**src/verilog/sfs_pkg.sv**
```systemverilog
/*
  sfs_pkg: constants, register map and carrier types of the serial fifo
  status flag block.
  assumes: shared by sfs_fifo and sfs_status; no timing beyond pclk.
*/
`default_nettype none

package sfs_pkg;

  // ==========================================================================
  // apb register map (byte addresses, one 32-bit word each)
  localparam int unsigned     PADDR_W     = 12;
  localparam logic [11:0]     OFS_STATUS  = 12'h000;
  localparam logic [11:0]     OFS_TXDATA  = 12'h004;
  localparam logic [11:0]     OFS_RXDATA  = 12'h008;
  localparam logic [11:0]     OFS_CTRL    = 12'h00c;

  // ==========================================================================
  // serial_status layout
  localparam logic [15:0]     STATUS_RST  = 16'h0060;
  localparam int unsigned     BIT_ER      = 7;
  localparam int unsigned     BIT_TX_END_FLAG    = 6;
  localparam int unsigned     BIT_TX_FIFO_LOW_FLAG    = 5;
  localparam int unsigned     BIT_BRK     = 4;
  localparam int unsigned     BIT_FER     = 3;
  localparam int unsigned     BIT_PER     = 2;
  localparam int unsigned     BIT_RDF     = 1;
  localparam int unsigned     BIT_DR      = 0;
  // bits that are sticky flags cleared by read-one-then-write-zero
  localparam logic [7:0]      FLAG_MASK   = 8'hf3;
  localparam int unsigned     ECNT_W      = 4;
  localparam logic [3:0]      ECNT_MAX    = 4'hf;

  // ==========================================================================
  // fifo sizing and trigger tables
  localparam int unsigned     FIFO_DEPTH  = 16;
  localparam int unsigned     CNT_W       = 5;
  localparam logic [4:0]      DEPTH_C     = 5'h10;
  localparam logic [4:0]      TX_TRIG_TAB [0:3] = '{5'h08, 5'h04, 5'h02, 5'h01};
  localparam logic [4:0]      RX_TRIG_TAB [0:3] = '{5'h01, 5'h04, 5'h08, 5'h0e};

  // ==========================================================================
  // serial_control word, bit 0 upward: tx trigger, rx trigger, enables, parity
  localparam int unsigned     CTRL_W      = 8;
  typedef struct packed {
    logic       par_odd;
    logic       par_en;
    logic       rx_en;
    logic       tx_en;
    logic [1:0] rx_trig_sel;
    logic [1:0] tx_trig_sel;
  } sfs_ctrl_s;
  localparam sfs_ctrl_s       CTRL_RST    = '0;

  // one received frame as delivered by the framing datapath
  typedef struct packed {
    logic       valid;
    logic [7:0] data;
    logic       parity_bit;
    logic       stop_first;
  } sfs_rx_evt_s;

  // one entry of the receive fifo
  typedef struct packed {
    logic       word_parity_error;
    logic       word_framing_error;
    logic [7:0] data;
  } sfs_rx_word_s;
  localparam int unsigned     RXW_W       = 10;

endpackage

`default_nettype wire

```
**src/verilog/sfs_fifo.sv**
```systemverilog
/*
  sfs_fifo: flip-flop fifo with occupancy count and synchronous flush.
  assumes: caller never pushes when full nor pops when empty.
*/
`timescale 1ns/1ps
`default_nettype none

module sfs_fifo
  import sfs_pkg::*;
#(
  parameter int unsigned W     = 8,
  parameter int unsigned DEPTH = FIFO_DEPTH,
  parameter int unsigned AW    = 4
) (
  input  wire logic           pclk,
  input  wire logic           presetn,
  input  wire logic           flush,
  input  wire logic           push,
  input  wire logic [W-1:0]   din,
  input  wire logic           pop,
  output logic      [W-1:0]   dout,
  output logic      [AW:0]    count,
  output logic                empty,
  output logic                full
);

  // ==========================================================================
  // storage
  logic [W-1:0]  mem_q [DEPTH];
  logic [AW-1:0] wr_q;
  logic [AW-1:0] rd_q;
  logic [AW:0]   cnt_q;

  genvar i;
  generate
    for (i = 0; i < DEPTH; i++) begin : g_ent
      always_ff @(posedge pclk or negedge presetn) begin
        if (!presetn) begin
          mem_q[i] <= '0;
        end else if (push && wr_q == AW'(i)) begin
          mem_q[i] <= din;
        end
      end
    end
  endgenerate

  // ==========================================================================
  // pointers and count
  always_ff @(posedge pclk or negedge presetn) begin
    if (!presetn) begin
      wr_q  <= '0;
      rd_q  <= '0;
      cnt_q <= '0;
    end else if (flush) begin
      wr_q  <= '0;
      rd_q  <= '0;
      cnt_q <= '0;
    end else begin
      if (push) begin
        wr_q <= wr_q + 1'b1;
      end
      if (pop) begin
        rd_q <= rd_q + 1'b1;
      end
      cnt_q <= cnt_q + (AW+1)'(push) - (AW+1)'(pop);
    end
  end

  assign dout  = mem_q[rd_q];
  assign count = cnt_q;
  assign empty = (cnt_q == '0);
  assign full  = (cnt_q == (AW+1)'(DEPTH));

endmodule

`default_nettype wire

```
**src/verilog/sfs_status.sv**
```systemverilog
/*
  sfs_status: status flags, transmit/receive fifos and error counts of the
  asynchronous serial port, with an apb3 slave for serial_status, fifo data
  and serial_control.
  assumes: the shift/framing datapath runs on pclk and hands over frames and
  events as one-cycle pulses; standby inputs are pclk-synchronous levels;
  rx_pin is asynchronous.
*/
// Decided for this implementation: the register addresses and the APB slave port.
`timescale 1ns/1ps
`default_nettype none

module sfs_status
  import sfs_pkg::*;
#(
  parameter int unsigned DEPTH = FIFO_DEPTH
) (
  input  wire logic                pclk,
  input  wire logic                presetn,
  input  wire logic                psel,
  input  wire logic                penable,
  input  wire logic                pwrite,
  input  wire logic [PADDR_W-1:0]  paddr,
  input  wire logic [31:0]         pwdata,
  output logic      [31:0]         prdata,
  output logic                     pready,
  output logic                     pslverr,
  input  wire logic                standby,
  input  wire logic                module_standby,
  input  wire logic                rx_pin,
  input  wire sfs_rx_evt_s         rx_evt,
  input  wire logic                rx_idle_timeout,
  input  wire logic                tx_take,
  input  wire logic                tx_char_done,
  output logic      [7:0]          tx_byte,
  output logic                     tx_byte_valid,
  output sfs_ctrl_s                serial_control
);

  // ==========================================================================
  // declarations
  logic [31:0]        prdata_q;
  logic               pready_q;
  logic               pslverr_q;
  logic               acc_first;
  logic               acc_done;
  logic               addr_hit;
  logic [31:0]        rd_mux;
  logic               wr_status;
  logic               wr_txdata;
  logic               rd_status;
  logic               rd_rxdata;
  sfs_ctrl_s          ctrl_q;
  logic               stby;
  logic               rx_meta_q;
  logic               rx_line_q;
  logic [7:0]         flag_q;
  logic [7:0]         seen_q;
  logic [7:0]         hw_set;
  logic [7:0]         hw_clr;
  logic [7:0]         sw_clr;
  logic [4:0]         tx_trig;
  logic [4:0]         rx_trig;
  logic               tx_push;
  logic               tx_pop;
  logic               tx_accept;
  logic [7:0]         tx_head;
  logic [CNT_W-1:0]   tx_cnt;
  logic [CNT_W-1:0]   tx_cnt_nxt;
  logic               tx_empty;
  logic               tx_full;
  logic [CNT_W-1:0]   tx_fifo_low_flag_wr_q;
  logic [7:0]         tx_byte_q;
  logic               tx_byte_valid_q;
  logic               fer_now;
  logic               per_now;
  logic               brk_det;
  logic               prev_fer_q;
  logic               brk_hold_q;
  logic               rx_store;
  logic               rx_push;
  logic               rx_pop;
  sfs_rx_word_s       rx_in;
  sfs_rx_word_s       rx_head;
  logic [CNT_W-1:0]   rx_cnt;
  logic [CNT_W-1:0]   rx_cnt_nxt;
  logic               rx_empty;
  logic               rx_full;
  logic [CNT_W-1:0]   pcnt_q;
  logic [CNT_W-1:0]   fcnt_q;
  logic [15:0]        status_val;

  function automatic logic [ECNT_W-1:0] sat_cnt(input logic [CNT_W-1:0] c);
    sat_cnt = (c > CNT_W'(ECNT_MAX)) ? ECNT_MAX : c[ECNT_W-1:0];
  endfunction

  // ==========================================================================
  // apb slave: one wait state, answer registered in the access phase
  assign acc_first = psel & penable & ~pready_q;
  assign acc_done  = psel & penable & pready_q;
  assign addr_hit  = (paddr == OFS_STATUS) | (paddr == OFS_TXDATA) |
                     (paddr == OFS_RXDATA) | (paddr == OFS_CTRL);
  assign wr_status = acc_done & pwrite & (paddr == OFS_STATUS);
  assign wr_txdata = acc_done & pwrite & (paddr == OFS_TXDATA);
  assign rd_status = acc_done & ~pwrite & (paddr == OFS_STATUS);
  assign rd_rxdata = acc_done & ~pwrite & (paddr == OFS_RXDATA);

  always_comb begin
    rd_mux = '0;
    case (paddr)
      OFS_STATUS: rd_mux = {16'h0000, status_val};
      OFS_TXDATA: rd_mux = {16'h0000, 3'h0, tx_cnt, 8'h00};
      OFS_RXDATA: rd_mux = {24'h000000, rx_head.data};
      OFS_CTRL:   rd_mux = {24'h000000, ctrl_q};
      default:    rd_mux = '0;
    endcase
  end

  always_ff @(posedge pclk or negedge presetn) begin
    if (!presetn) begin
      pready_q  <= 1'b0;
      prdata_q  <= '0;
      pslverr_q <= 1'b0;
    end else begin
      pready_q <= acc_first;
      if (acc_first) begin
        prdata_q  <= pwrite ? 32'h00000000 : rd_mux;
        pslverr_q <= ~addr_hit;
      end else begin
        pslverr_q <= 1'b0;
      end
    end
  end

  // rx enable only gates new frames; the flags keep their state
  always_ff @(posedge pclk or negedge presetn) begin
    if (!presetn) begin
      ctrl_q <= CTRL_RST;
    end else if (acc_done && pwrite && paddr == OFS_CTRL) begin
      ctrl_q <= sfs_ctrl_s'(pwdata[CTRL_W-1:0]);
    end
  end

  assign stby    = standby | module_standby;
  assign tx_trig = TX_TRIG_TAB[ctrl_q.tx_trig_sel];
  assign rx_trig = RX_TRIG_TAB[ctrl_q.rx_trig_sel];

  // ==========================================================================
  // rx line synchroniser, idles at mark
  always_ff @(posedge pclk or negedge presetn) begin
    if (!presetn) begin
      rx_meta_q <= 1'b1;
      rx_line_q <= 1'b1;
    end else begin
      rx_meta_q <= rx_pin;
      rx_line_q <= rx_meta_q;
    end
  end

  // ==========================================================================
  // transmit fifo
  // writes past the budget are dropped silently; software must poll the count
  assign tx_accept = ~tx_full &
                     (~flag_q[BIT_TX_FIFO_LOW_FLAG] | (tx_fifo_low_flag_wr_q < (DEPTH_C - tx_trig)));
  assign tx_push   = wr_txdata & tx_accept;
  assign tx_pop    = tx_take & ctrl_q.tx_en & ~tx_empty;
  assign tx_cnt_nxt = tx_cnt + CNT_W'(tx_push) - CNT_W'(tx_pop);

  sfs_fifo #(
    .W     (8),
    .DEPTH (DEPTH),
    .AW    (CNT_W-1)
  ) u_tx_fifo (
    .pclk    (pclk),
    .presetn (presetn),
    .flush   (stby),
    .push    (tx_push),
    .din     (pwdata[7:0]),
    .pop     (tx_pop),
    .dout    (tx_head),
    .count   (tx_cnt),
    .empty   (tx_empty),
    .full    (tx_full)
  );

  always_ff @(posedge pclk or negedge presetn) begin
    if (!presetn) begin
      tx_fifo_low_flag_wr_q <= '0;
    end else if (stby || !flag_q[BIT_TX_FIFO_LOW_FLAG]) begin
      tx_fifo_low_flag_wr_q <= '0;
    end else if (tx_push) begin
      tx_fifo_low_flag_wr_q <= tx_fifo_low_flag_wr_q + 1'b1;
    end
  end

  always_ff @(posedge pclk or negedge presetn) begin
    if (!presetn) begin
      tx_byte_q       <= '0;
      tx_byte_valid_q <= 1'b0;
    end else begin
      tx_byte_valid_q <= tx_pop;
      if (tx_pop) begin
        tx_byte_q <= tx_head;
      end
    end
  end

  // ==========================================================================
  // receive side: error check, break tracking, fifo
  assign fer_now  = ~rx_evt.stop_first;
  assign per_now  = ctrl_q.par_en &
                    ((^{rx_evt.data, rx_evt.parity_bit}) != ctrl_q.par_odd);
  assign brk_det  = rx_evt.valid & ctrl_q.rx_en & fer_now & prev_fer_q & ~rx_line_q;
  // the break frame itself is still stored; hold starts afterwards
  assign rx_store = rx_evt.valid & ctrl_q.rx_en & ~brk_hold_q;
  assign rx_push  = rx_store & ~rx_full;
  assign rx_pop   = rd_rxdata & ~rx_empty;
  assign rx_in    = '{word_parity_error: per_now, word_framing_error: fer_now, data: rx_evt.data};
  assign rx_cnt_nxt = rx_cnt + CNT_W'(rx_push) - CNT_W'(rx_pop);

  always_ff @(posedge pclk or negedge presetn) begin
    if (!presetn) begin
      prev_fer_q <= 1'b0;
      brk_hold_q <= 1'b0;
    end else if (stby) begin
      prev_fer_q <= 1'b0;
      brk_hold_q <= 1'b0;
    end else begin
      if (rx_evt.valid && ctrl_q.rx_en) begin
        prev_fer_q <= fer_now;
      end
      if (brk_det) begin
        brk_hold_q <= 1'b1;
      end else if (rx_line_q) begin
        brk_hold_q <= 1'b0;
      end
    end
  end

  sfs_fifo #(
    .W     (RXW_W),
    .DEPTH (DEPTH),
    .AW    (CNT_W-1)
  ) u_rx_fifo (
    .pclk    (pclk),
    .presetn (presetn),
    .flush   (stby),
    .push    (rx_push),
    .din     (rx_in),
    .pop     (rx_pop),
    .dout    (rx_head),
    .count   (rx_cnt),
    .empty   (rx_empty),
    .full    (rx_full)
  );

  // receive-fifo parity and framing error counts follow words in and out
  always_ff @(posedge pclk or negedge presetn) begin
    if (!presetn) begin
      pcnt_q <= '0;
      fcnt_q <= '0;
    end else if (stby) begin
      pcnt_q <= '0;
      fcnt_q <= '0;
    end else begin
      pcnt_q <= pcnt_q + CNT_W'(rx_push & rx_in.word_parity_error) - CNT_W'(rx_pop & rx_head.word_parity_error);
      fcnt_q <= fcnt_q + CNT_W'(rx_push & rx_in.word_framing_error) - CNT_W'(rx_pop & rx_head.word_framing_error);
    end
  end

  // ==========================================================================
  // flag events
  always_comb begin
    hw_set = '0;
    hw_clr = '0;
    hw_set[BIT_ER]   = rx_store & (fer_now | per_now);
    hw_set[BIT_TX_END_FLAG] = (tx_char_done & tx_empty & ~tx_push) | ~ctrl_q.tx_en;
    hw_clr[BIT_TX_END_FLAG] = tx_push;
    hw_set[BIT_TX_FIFO_LOW_FLAG] = tx_pop & (tx_cnt_nxt < tx_trig);
    hw_clr[BIT_TX_FIFO_LOW_FLAG] = tx_push & (tx_cnt_nxt > tx_trig);
    hw_set[BIT_BRK]  = brk_det;
    hw_set[BIT_RDF]  = rx_push & (rx_cnt_nxt >= rx_trig);
    hw_set[BIT_DR]   = rx_idle_timeout & (rx_cnt < rx_trig) & ~rx_empty;
  end

  // only zeros written to flags already seen as one clear them
  assign sw_clr = {8{wr_status}} & ~pwdata[7:0] & seen_q & FLAG_MASK;

  genvar b;
  generate
    for (b = 0; b < 8; b++) begin : g_flag
      if (FLAG_MASK[b]) begin : g_sticky
        always_ff @(posedge pclk or negedge presetn) begin
          if (!presetn) begin
            flag_q[b] <= STATUS_RST[b];
            seen_q[b] <= 1'b0;
          end else if (stby) begin
            flag_q[b] <= STATUS_RST[b];
            seen_q[b] <= 1'b0;
          end else if (hw_set[b]) begin
            flag_q[b] <= 1'b1;
          end else if (hw_clr[b] || sw_clr[b]) begin
            flag_q[b] <= 1'b0;
            seen_q[b] <= 1'b0;
          end else if (rd_status && prdata_q[b] && flag_q[b]) begin
            seen_q[b] <= 1'b1;
          end
        end
      end else begin : g_ro
        assign flag_q[b] = 1'b0;
        assign seen_q[b] = 1'b0;
      end
    end
  endgenerate

  // ==========================================================================
  // serial_status view
  always_comb begin
    status_val                    = {sat_cnt(pcnt_q), sat_cnt(fcnt_q), flag_q};
    status_val[BIT_FER]           = ~rx_empty & rx_head.word_framing_error;
    status_val[BIT_PER]           = ~rx_empty & rx_head.word_parity_error;
  end

  assign prdata         = prdata_q;
  assign pready         = pready_q;
  assign pslverr        = pslverr_q;
  assign tx_byte        = tx_byte_q;
  assign tx_byte_valid  = tx_byte_valid_q;
  assign serial_control = ctrl_q;

endmodule

`default_nettype wire

```
**config.mk**
```make
export PLATFORM = sky130hd
export DESIGN_NAME = sfs_status
export DESIGN_NICKNAME = d
export VERILOG_FILES = /design/src/verilog/sfs_pkg.sv /design/src/verilog/sfs_fifo.sv /design/src/verilog/sfs_status.sv
export SDC_FILE = /design/constraint.sdc
export NUM_CORES = 1
export LEC_CHECK = 0
export ABC_AREA = 0
export BUFFER_PORTS_ARGS = -buffer_cell sky130_fd_sc_hd__buf_2
export CAP_MARGIN = 20
export CORE_MARGIN = 10
export CORE_UTILIZATION = 30
export CTS_CLUSTER_DIAMETER = 200
export DETAILED_ROUTE_END_ITERATION = 7
export PLACE_DENSITY = 0.48
export SETUP_SLACK_MARGIN = 0.4
export SYNTH_ARGS = -nofsm -noshare
export SYNTH_HDL_FRONTEND = slang
export SYNTH_HIERARCHICAL = 1
export SYNTH_SLANG_ARGS = --single-unit
```
**constraint.sdc**
```tcl
create_clock -name pclk -period 7.1 [get_ports pclk]
set_input_delay 0.71 -clock pclk [delete_from_list [all_inputs] [get_ports pclk]]
set_output_delay 0.71 -clock pclk [all_outputs]
set_load 0.05 [all_outputs]
```
==> results.toml, run 1 <==
[route]
post-route-drc-count = 0
via_per_inst = 4.85
vias = 11400
wl_per_cell_um = 19.8
antenna_left = 0
drt-total-wl_um = 46700
dr.pass1.iters = 4
drt-initial-drc-count = 551

[worst_setup_path]
path_buf_inv = 3
critPathMostFrequentCell = "ha_1"
arrival_ps = 5350
end_kind = "flop"
cp_max_fo = 16
critPathTopFamily = "adder cells"
critPathKind = "flop to flop"
cp_cell_sequence = "inv_1, ha_1, nor4b_1, or2_2, clkinv_1, ha_1, inv_1, ha_1, fa_1, xor2_1, ha_1, a21oi_1, o22ai_1, nor2_1, o21ai_0, a21o_2, a211oi_1"
critical-path-max-stage-delay_ps = 560
slowest_stage = "clkinv_1"
start_kind = "flop"
worstPathRequired_ps = 7570

[die]
die_h_um = 272
die_area_um2 = 74000
core-area_um2 = 63000
rows = 92
fp.dieW_um = 272
initial_core_util_pct = 30.3
io_pins = 117

[power]
switchingPower_uw = 1040
leakage_uw = 0.0105
seqPwrFrac_pct = 47.0
p_per_area_nw_per_um2 = 214
total_power_uw = 4610
switching_share_pct = 22.6
p_int_uw = 3570
comb_power_share_pct = 3.1
peakVddDrop_uv = 173
clockPowerShare_pct = 49.9

[finish]
layout_commonest_cell = "dfrtp_1"
mostFrequentLayoutCells = "373 x dfrtp_1, 276 x mux2_2, 83 x nand2_1, 75 x buf_2, 64 x ha_1"
area_growth_pct = 13.3
layout.nets = 1609
diodes = 0
drive_above_1_share_pct = 34.9

[clock_tree]
clockBufferDepth = 3
h-tree-depth = 2
cts_root_buf = "clkbuf_16"
cts_setup_buffers = 0
path_clk_slew_ps = 60
numCtsBuffers = 43
insertion_delay_ps = 570
cts_resized = 0
clock_sinks = 380
cts_tree = "built"
cts_hold_buf = 0

[grt]
grt-ovfl-total = 0
antenna_found_initial = 1
grt_max_degree = 152
first_global_vias = 12100
grt_pass1_wl_um = 73000
track_usage_pct = 12.5

[placement]
io_buffers = 76
gp_congestion = 0.785
dp_hpwl_um = 30700

[logic_synthesis]
syn-cell-area_um2 = 19100
synth_cells = 1408
synth_edf_count = 0
ys_top_cells_by_area = "dfrtp_1 49%, mux2_2 16%, mux4_2 5.1%"
synth.lib_cells_used.distinct = 75
synth.ff_latch_count = 380
yosysSeqAreaShare_pct = 49.9
synth_ff_type = "dfrtp_1"
async_reset_ff_share_pct = 100
yosys_warnings = 6
synth_top_area_share_pct = 49.4
synth_area_leader_cell = "dfrtp_1"
syn_area_per_cell_um2 = 13.5

[sta]
finalHoldViolCount = 0
worst_pin_slew_ps = 1150
finalCritPeriodShare_pct = 68.7
slew_headroom_pct = 22.9
fin_setup_tns_ps = 0
rsz0062_at_grt = "false"
setup_viol = 0
hold_slack_ps = 216
fmax_mhz = 205
fin_crit_ps = 4880
worst_clock_skew_ps = 22.9
slew_violations = 0

[worst_hold_path]
hold_class = "primary input to async pin"

[run]
cap_viol_max_count = 0

[outcome]
status = "finished clean"
cells in the mapped netlist (3+ instances only):
| cell type | instances |
|---|---|
| a21o_1 | 12 |
| nand3_1 | 6 |
| nor3_1 | 9 |
| mux2_1 | 28 |
| buf_4 | 24 |
| xor2_1 | 22 |
| mux4_4 | 3 |
| buf_8 | 3 |
| inv_1 | 61 |
| a41o_1 | 4 |
| mux2_2 | 276 |
| nand4_1 | 10 |
| and2_1 | 18 |
| nand2_2 | 24 |
| o21ai_0 | 18 |
| a21oi_1 | 26 |
| buf_2 | 11 |
| nor3b_1 | 5 |
| and3_1 | 4 |
| clkdlybuf4s25_2 | 5 |
| and3b_1 | 3 |
| ha_1 | 64 |
| nor4b_1 | 3 |
| mux2i_1 | 5 |
| a211oi_1 | 4 |
| mux4_2 | 43 |
| nand2_1 | 83 |
| dfstp_2 | 4 |
| clkbuf_1 | 32 |
| o21bai_1 | 3 |
| buf_6 | 7 |
| fa_1 | 6 |
| a22o_1 | 5 |
| nand2b_1 | 3 |
| and4_1 | 3 |
| mux4_1 | 26 |
| dfrtp_1 | 376 |
| nor2b_1 | 10 |
| xnor2_1 | 19 |
| nor2_1 | 56 |
| a22oi_1 | 42 |
| o31ai_1 | 3 |
kinds of logic after synthesis:
kind of cell / after synthesis / synth area share, %
AO/OA/AOI/OAI: 136 / 5.09
XOR/XNOR: 42 / 2.00
adder cells (fa/ha/maj): 70 / 4.83
buffers and inverters: 145 / 4.10
flip-flops: 380 / 49.9
multiplexers: 381 / 27.3
other: 2 / 0.0394
AND/OR/NAND/NOR: 252 / 6.72
power by group through the flow:
stage               clock network, uW  registers [uW]  logic [uW]
detailed placement                  0            2210         148
finish                           2300            2170         142
global placement                    0            2210         144
floorplan                           0            2210        61.0
global route                     2470            2170         160
CTS                              2380            2170         148
worst paths after layout:
kind,start,end,slack [ps],cells after the start
max,u_tx_fifo/count[3],seen_q[5],2220,17
min,presetn,u_tx_fifo/mem_q[60],220,1
max reg2reg,u_tx_fifo/count[3],seen_q[5],2220,17
min reg2reg,rx_meta_q,rx_line_q,400,0
max in group asynchronous,presetn,u_tx_fifo/rd_q[0],5450,2
min in group pclk,rx_pin,rx_meta_q,260,1
metal layers:
metal	up-vias	wire length (um)	global-route usage (%)
li1	5199	-	-
met1	5971	22400	17.3
met2	197	21800	20.2
met3	49	1840	2.21
met4	0	676	2.88
met5	-	0	0
registers in the layout, indices dropped and copies added (netlist names), 5 cells and up:
signal                 count
fcnt_q                     5
tx_byte                    8
pcnt_q                     5
serial_control             8
u_tx_fifo/count            5
tx_fifo_low_flag_wr_q      5
flag_q                     6
prdata                    16
seen_q                     6
u_tx_fifo/mem_q          128
u_rx_fifo/mem_q          160
u_rx_fifo/count            5
final cells by class:
class / instances / area [um2]
fill: 6229 / 41400
sequential: 380 / 9520
multi-input combinational: 899 / 8820
clock buffer: 63 / 1290
tap: 846 / 1060
timing repair buffer: 87 / 485
inverter: 62 / 233
clock inverter: 17 / 180
per-stage QoR:
step / worst slack, ps / cells / area [um2] / util (%)
after floorplan: 3160 / 1424 / 19100 / -
after global placement: 2210 / 2274 / 20100 / 31.9
after detailed placement: 2210 / 2274 / 20100 / 31.9
after CTS: 2200 / 2354 / 21600 / 34.3
after global routing: 1810 / 2354 / 21600 / 34.3
final: 2220 / 2354 / 21600 / 34.3
No activity file was read; power rests on OpenSTA's default activity.
==> run 2, diff against run 1 <==
--- a/config.mk
+++ b/config.mk
@@ -5,14 +5,14 @@
 export SDC_FILE = /design/constraint.sdc
 export NUM_CORES = 1
 export LEC_CHECK = 0
-export ABC_AREA = 0
+export ABC_AREA = 1
 export BUFFER_PORTS_ARGS = -buffer_cell sky130_fd_sc_hd__buf_2
 export CAP_MARGIN = 20
 export CORE_MARGIN = 10
 export CORE_UTILIZATION = 30
 export CTS_CLUSTER_DIAMETER = 200
 export DETAILED_ROUTE_END_ITERATION = 7
-export PLACE_DENSITY = 0.48
+export PLACE_DENSITY = 0.5
 export SETUP_SLACK_MARGIN = 0.4
 export SYNTH_ARGS = -nofsm -noshare
 export SYNTH_HDL_FRONTEND = slang
==> constraint.sdc (replaced) <==
create_clock -name pclk -period 4.2 [get_ports pclk]
set_input_delay 0.42 -clock pclk [delete_from_list [all_inputs] [get_ports pclk]]
set_output_delay 0.42 -clock pclk [all_outputs]
set_load 0.05 [all_outputs]
==> results.toml, run 2 <==
[power]
switching_share_pct = 23.6
peakVddDrop_uv = 240
leakage_uw = 0.0111
switchingPower_uw = 1830
p_int_uw = 5930
seqPwrFrac_pct = 47.3
clockPowerShare_pct = 49.3
total_power_uw = 7760
p_per_area_nw_per_um2 = 340
comb_power_share_pct = 3.5

[sta]
finalCritPeriodShare_pct = 82.2
fin_setup_tns_ps = 0
fmax_mhz = 289
fin_crit_ps = 3450
worst_clock_skew_ps = 32.0
setup_slack_ps = 746
setup_viol = 0
finalHoldViolCount = 0
worst_pin_slew_ps = 902
slew_violations = 0
rsz0062_at_grt = "false"
slew_headroom_pct = 39.8

[grt]
track_usage_pct = 14.5
met2_usage_pct = 23.5
grtUsageMet3_pct = 2.11
antenna_found_initial = 0
first_global_vias = 16500
grt_pass1_wl_um = 91800
grt-ovfl-total = 0
grt_max_degree = 101
grtUsageMet1_pct = 19.3
busiest_layer = "met2"

[finish]
layout_commonest_cell = "nand2_1"
final-seq-area_um2 = 9520
mostFrequentLayoutCells = "827 x nand2_1, 393 x inv_1, 374 x dfrtp_1, 305 x nand3_1, 259 x o21ai_0"
fin_util_pct = 34.0
layout.nets = 2841
multiInputGateArea_um2 = 8490
area_growth_pct = 12.6
diodes = 0
fillers = 7175
largest_register_ffs = 160
drive_above_1_share_pct = 8.28
regMostFlops = "u_rx_fifo/mem_q"

[die]
die_area_um2 = 78300
die_h_um = 280
rows = 95
core-area_um2 = 67000
io_pins = 117
initial_core_util_pct = 30.2
fp.dieW_um = 280

[worst_setup_path]
arrival_ps = 3910
end_kind = "flop"
critPathKind = "flop to flop"
start_kind = "flop"
worstPathRequired_ps = 4650
cp_cell_sequence = "inv_2, nand3_1, nand3_1, nand3_1, nand2_1, and2_1, ha_1, inv_1, ha_1, fa_1, nand2_1, nand2_1, a21oi_1, xor2_1, nor2_1"
critical-path-max-stage-delay_ps = 720
path_buf_inv = 2
cp_max_fo = 17
slowest_stage = "dfrtp_1"
critPathTopFamily = "adder cells"

[clock_tree]
clock_sinks = 380
path_clk_slew_ps = 60
cts_tree = "built"
clockBufferDepth = 3
h-tree-depth = 2
insertion_delay_ps = 590
cts_resized = 0
cts_root_buf = "clkbuf_16"
numCtsBuffers = 45

[placement]
gp_congestion = 0.831
place_ws_ps = 678
dp_hpwl_um = 38200
io_buffers = 76

[outcome]
status = "finished clean"

[logic_synthesis]
synth_edf_count = 0
async_reset_ff_share_pct = 100
synth_top_area_share_pct = 46.5
ys_top_cells_by_area = "dfrtp_1 46%, nand2_1 15%, nand3_1 7.5%"
yosysSeqAreaShare_pct = 47.0
synth_cells = 2680
synth_common_cells = "827 x nand2_1, 393 x inv_1, 376 x dfrtp_1"
synth_area_leader_cell = "dfrtp_1"
synth.lib_cells_used.distinct = 43
yosys_warnings = 6
synth.ff_latch_count = 380
synth_ff_type = "dfrtp_1"
syn_area_per_cell_um2 = 7.55
post-synth-top-count-cell = "nand2_1"
syn-cell-area_um2 = 20200

[worst_hold_path]
hold_class = "primary input to flop"

[route]
vias = 16900
drt-total-wl_um = 56600
wl_per_cell_um = 15.7
dr.pass1.iters = 5
antenna_left = 0
via_per_inst = 4.68
drt-initial-drc-count = 1177
post-route-drc-count = 0

[run]
cap_viol_max_count = 0
run 2: changes by cell type after synthesis, sizes merged, moves of 46 or more:
cell   delta
nand2   +729
buf      +46
inv     +340
mux4     -72
mux2    -301
nand3   +299
o21ai   +323
run 2: stage by stage:
step	cell area, um2	hold WS [ps]	cells
4_1_cts	22800	124	3613
3_5_place_dp	21300	347	3529
2_1_floorplan	20300	124	2696
3_3_place_gp	21300	349	3529
6_report	22800	158	3613
5_1_grt	22800	162	3613
run 2: metal layers:
metal  up-vias  share of wire (%)
met5         -                  0
met4         0                3.2
met3        87                4.3
met2       333                 46
met1      8089                 47
li1       8409                  -
run 2: repair_timing:
action / in CTS / in global routing
setup buffers: 0 / 0
endpoints found under the hold margin: 95 / 0
hold buffers: 2 / 0
setup endpoints to repair: 0 / 0
run 2: power groups by stage:
stage | sequential [uW] | combinational [uW] | clock, uW
2_1_floorplan | 3740 | 115 | 0
3_3_place_gp | 3730 | 269 | 0
3_5_place_dp | 3730 | 274 | 0
4_1_cts | 3670 | 276 | 3950
5_1_grt | 3660 | 304 | 4110
6_report | 3670 | 268 | 3820
run 2: final timing paths:
path	startpoint	slack, ps	cells after the start	to
hold / removal	pwdata[2]	160	3	u_tx_fifo/mem_q[2]
hold reg to reg	rx_meta_q	360	0	rx_line_q
setup reg to reg	u_rx_fifo/rd_q[1]	750	15	fcnt_q[4]
setup / recovery	u_rx_fifo/rd_q[1]	750	15	fcnt_q[4]
max in group asynchronous	presetn	2790	3	u_rx_fifo/mem_q[67]
min in group asynchronous	presetn	500	2	u_rx_fifo/mem_q[140]
run 2: kinds of logic (layout without fill, tap and decap cells):
logic type	count (synthesis)	after routing	share of synthesized area, %
AND/OR/NAND/NOR	1264	1264	26.3
other	2	18	0.0371
AO/OA/AOI/OAI	387	387	9.78
buffers and inverters	557	601	11.4
XOR/XNOR	17	17	0.735
flip-flops	380	380	47.0
adder cells (fa/ha/maj)	70	70	4.55
multiplexers	3	3	0.167
run 2: worst register-to-register path, stage by stage, from the launching register on:
cell,delay (ps)
dfrtp_1,720
inv_2,360
nand3_1,180
nand3_1,100
nand3_1,160
nand2_1,120
and2_1,180
ha_1,310
inv_1,50
ha_1,210
fa_1,440
nand2_1,80
nand2_1,50
a21oi_1,150
xor2_1,160
nor2_1,50
run 2: area by class of cell:
class	count	area share (%)
clock inverter	14	0.670
tap	873	4.79
timing repair buffer	112	3.14
multi-input combinational	1759	37.2
clock buffer	68	5.71
sequential	380	41.7
inverter	407	6.70
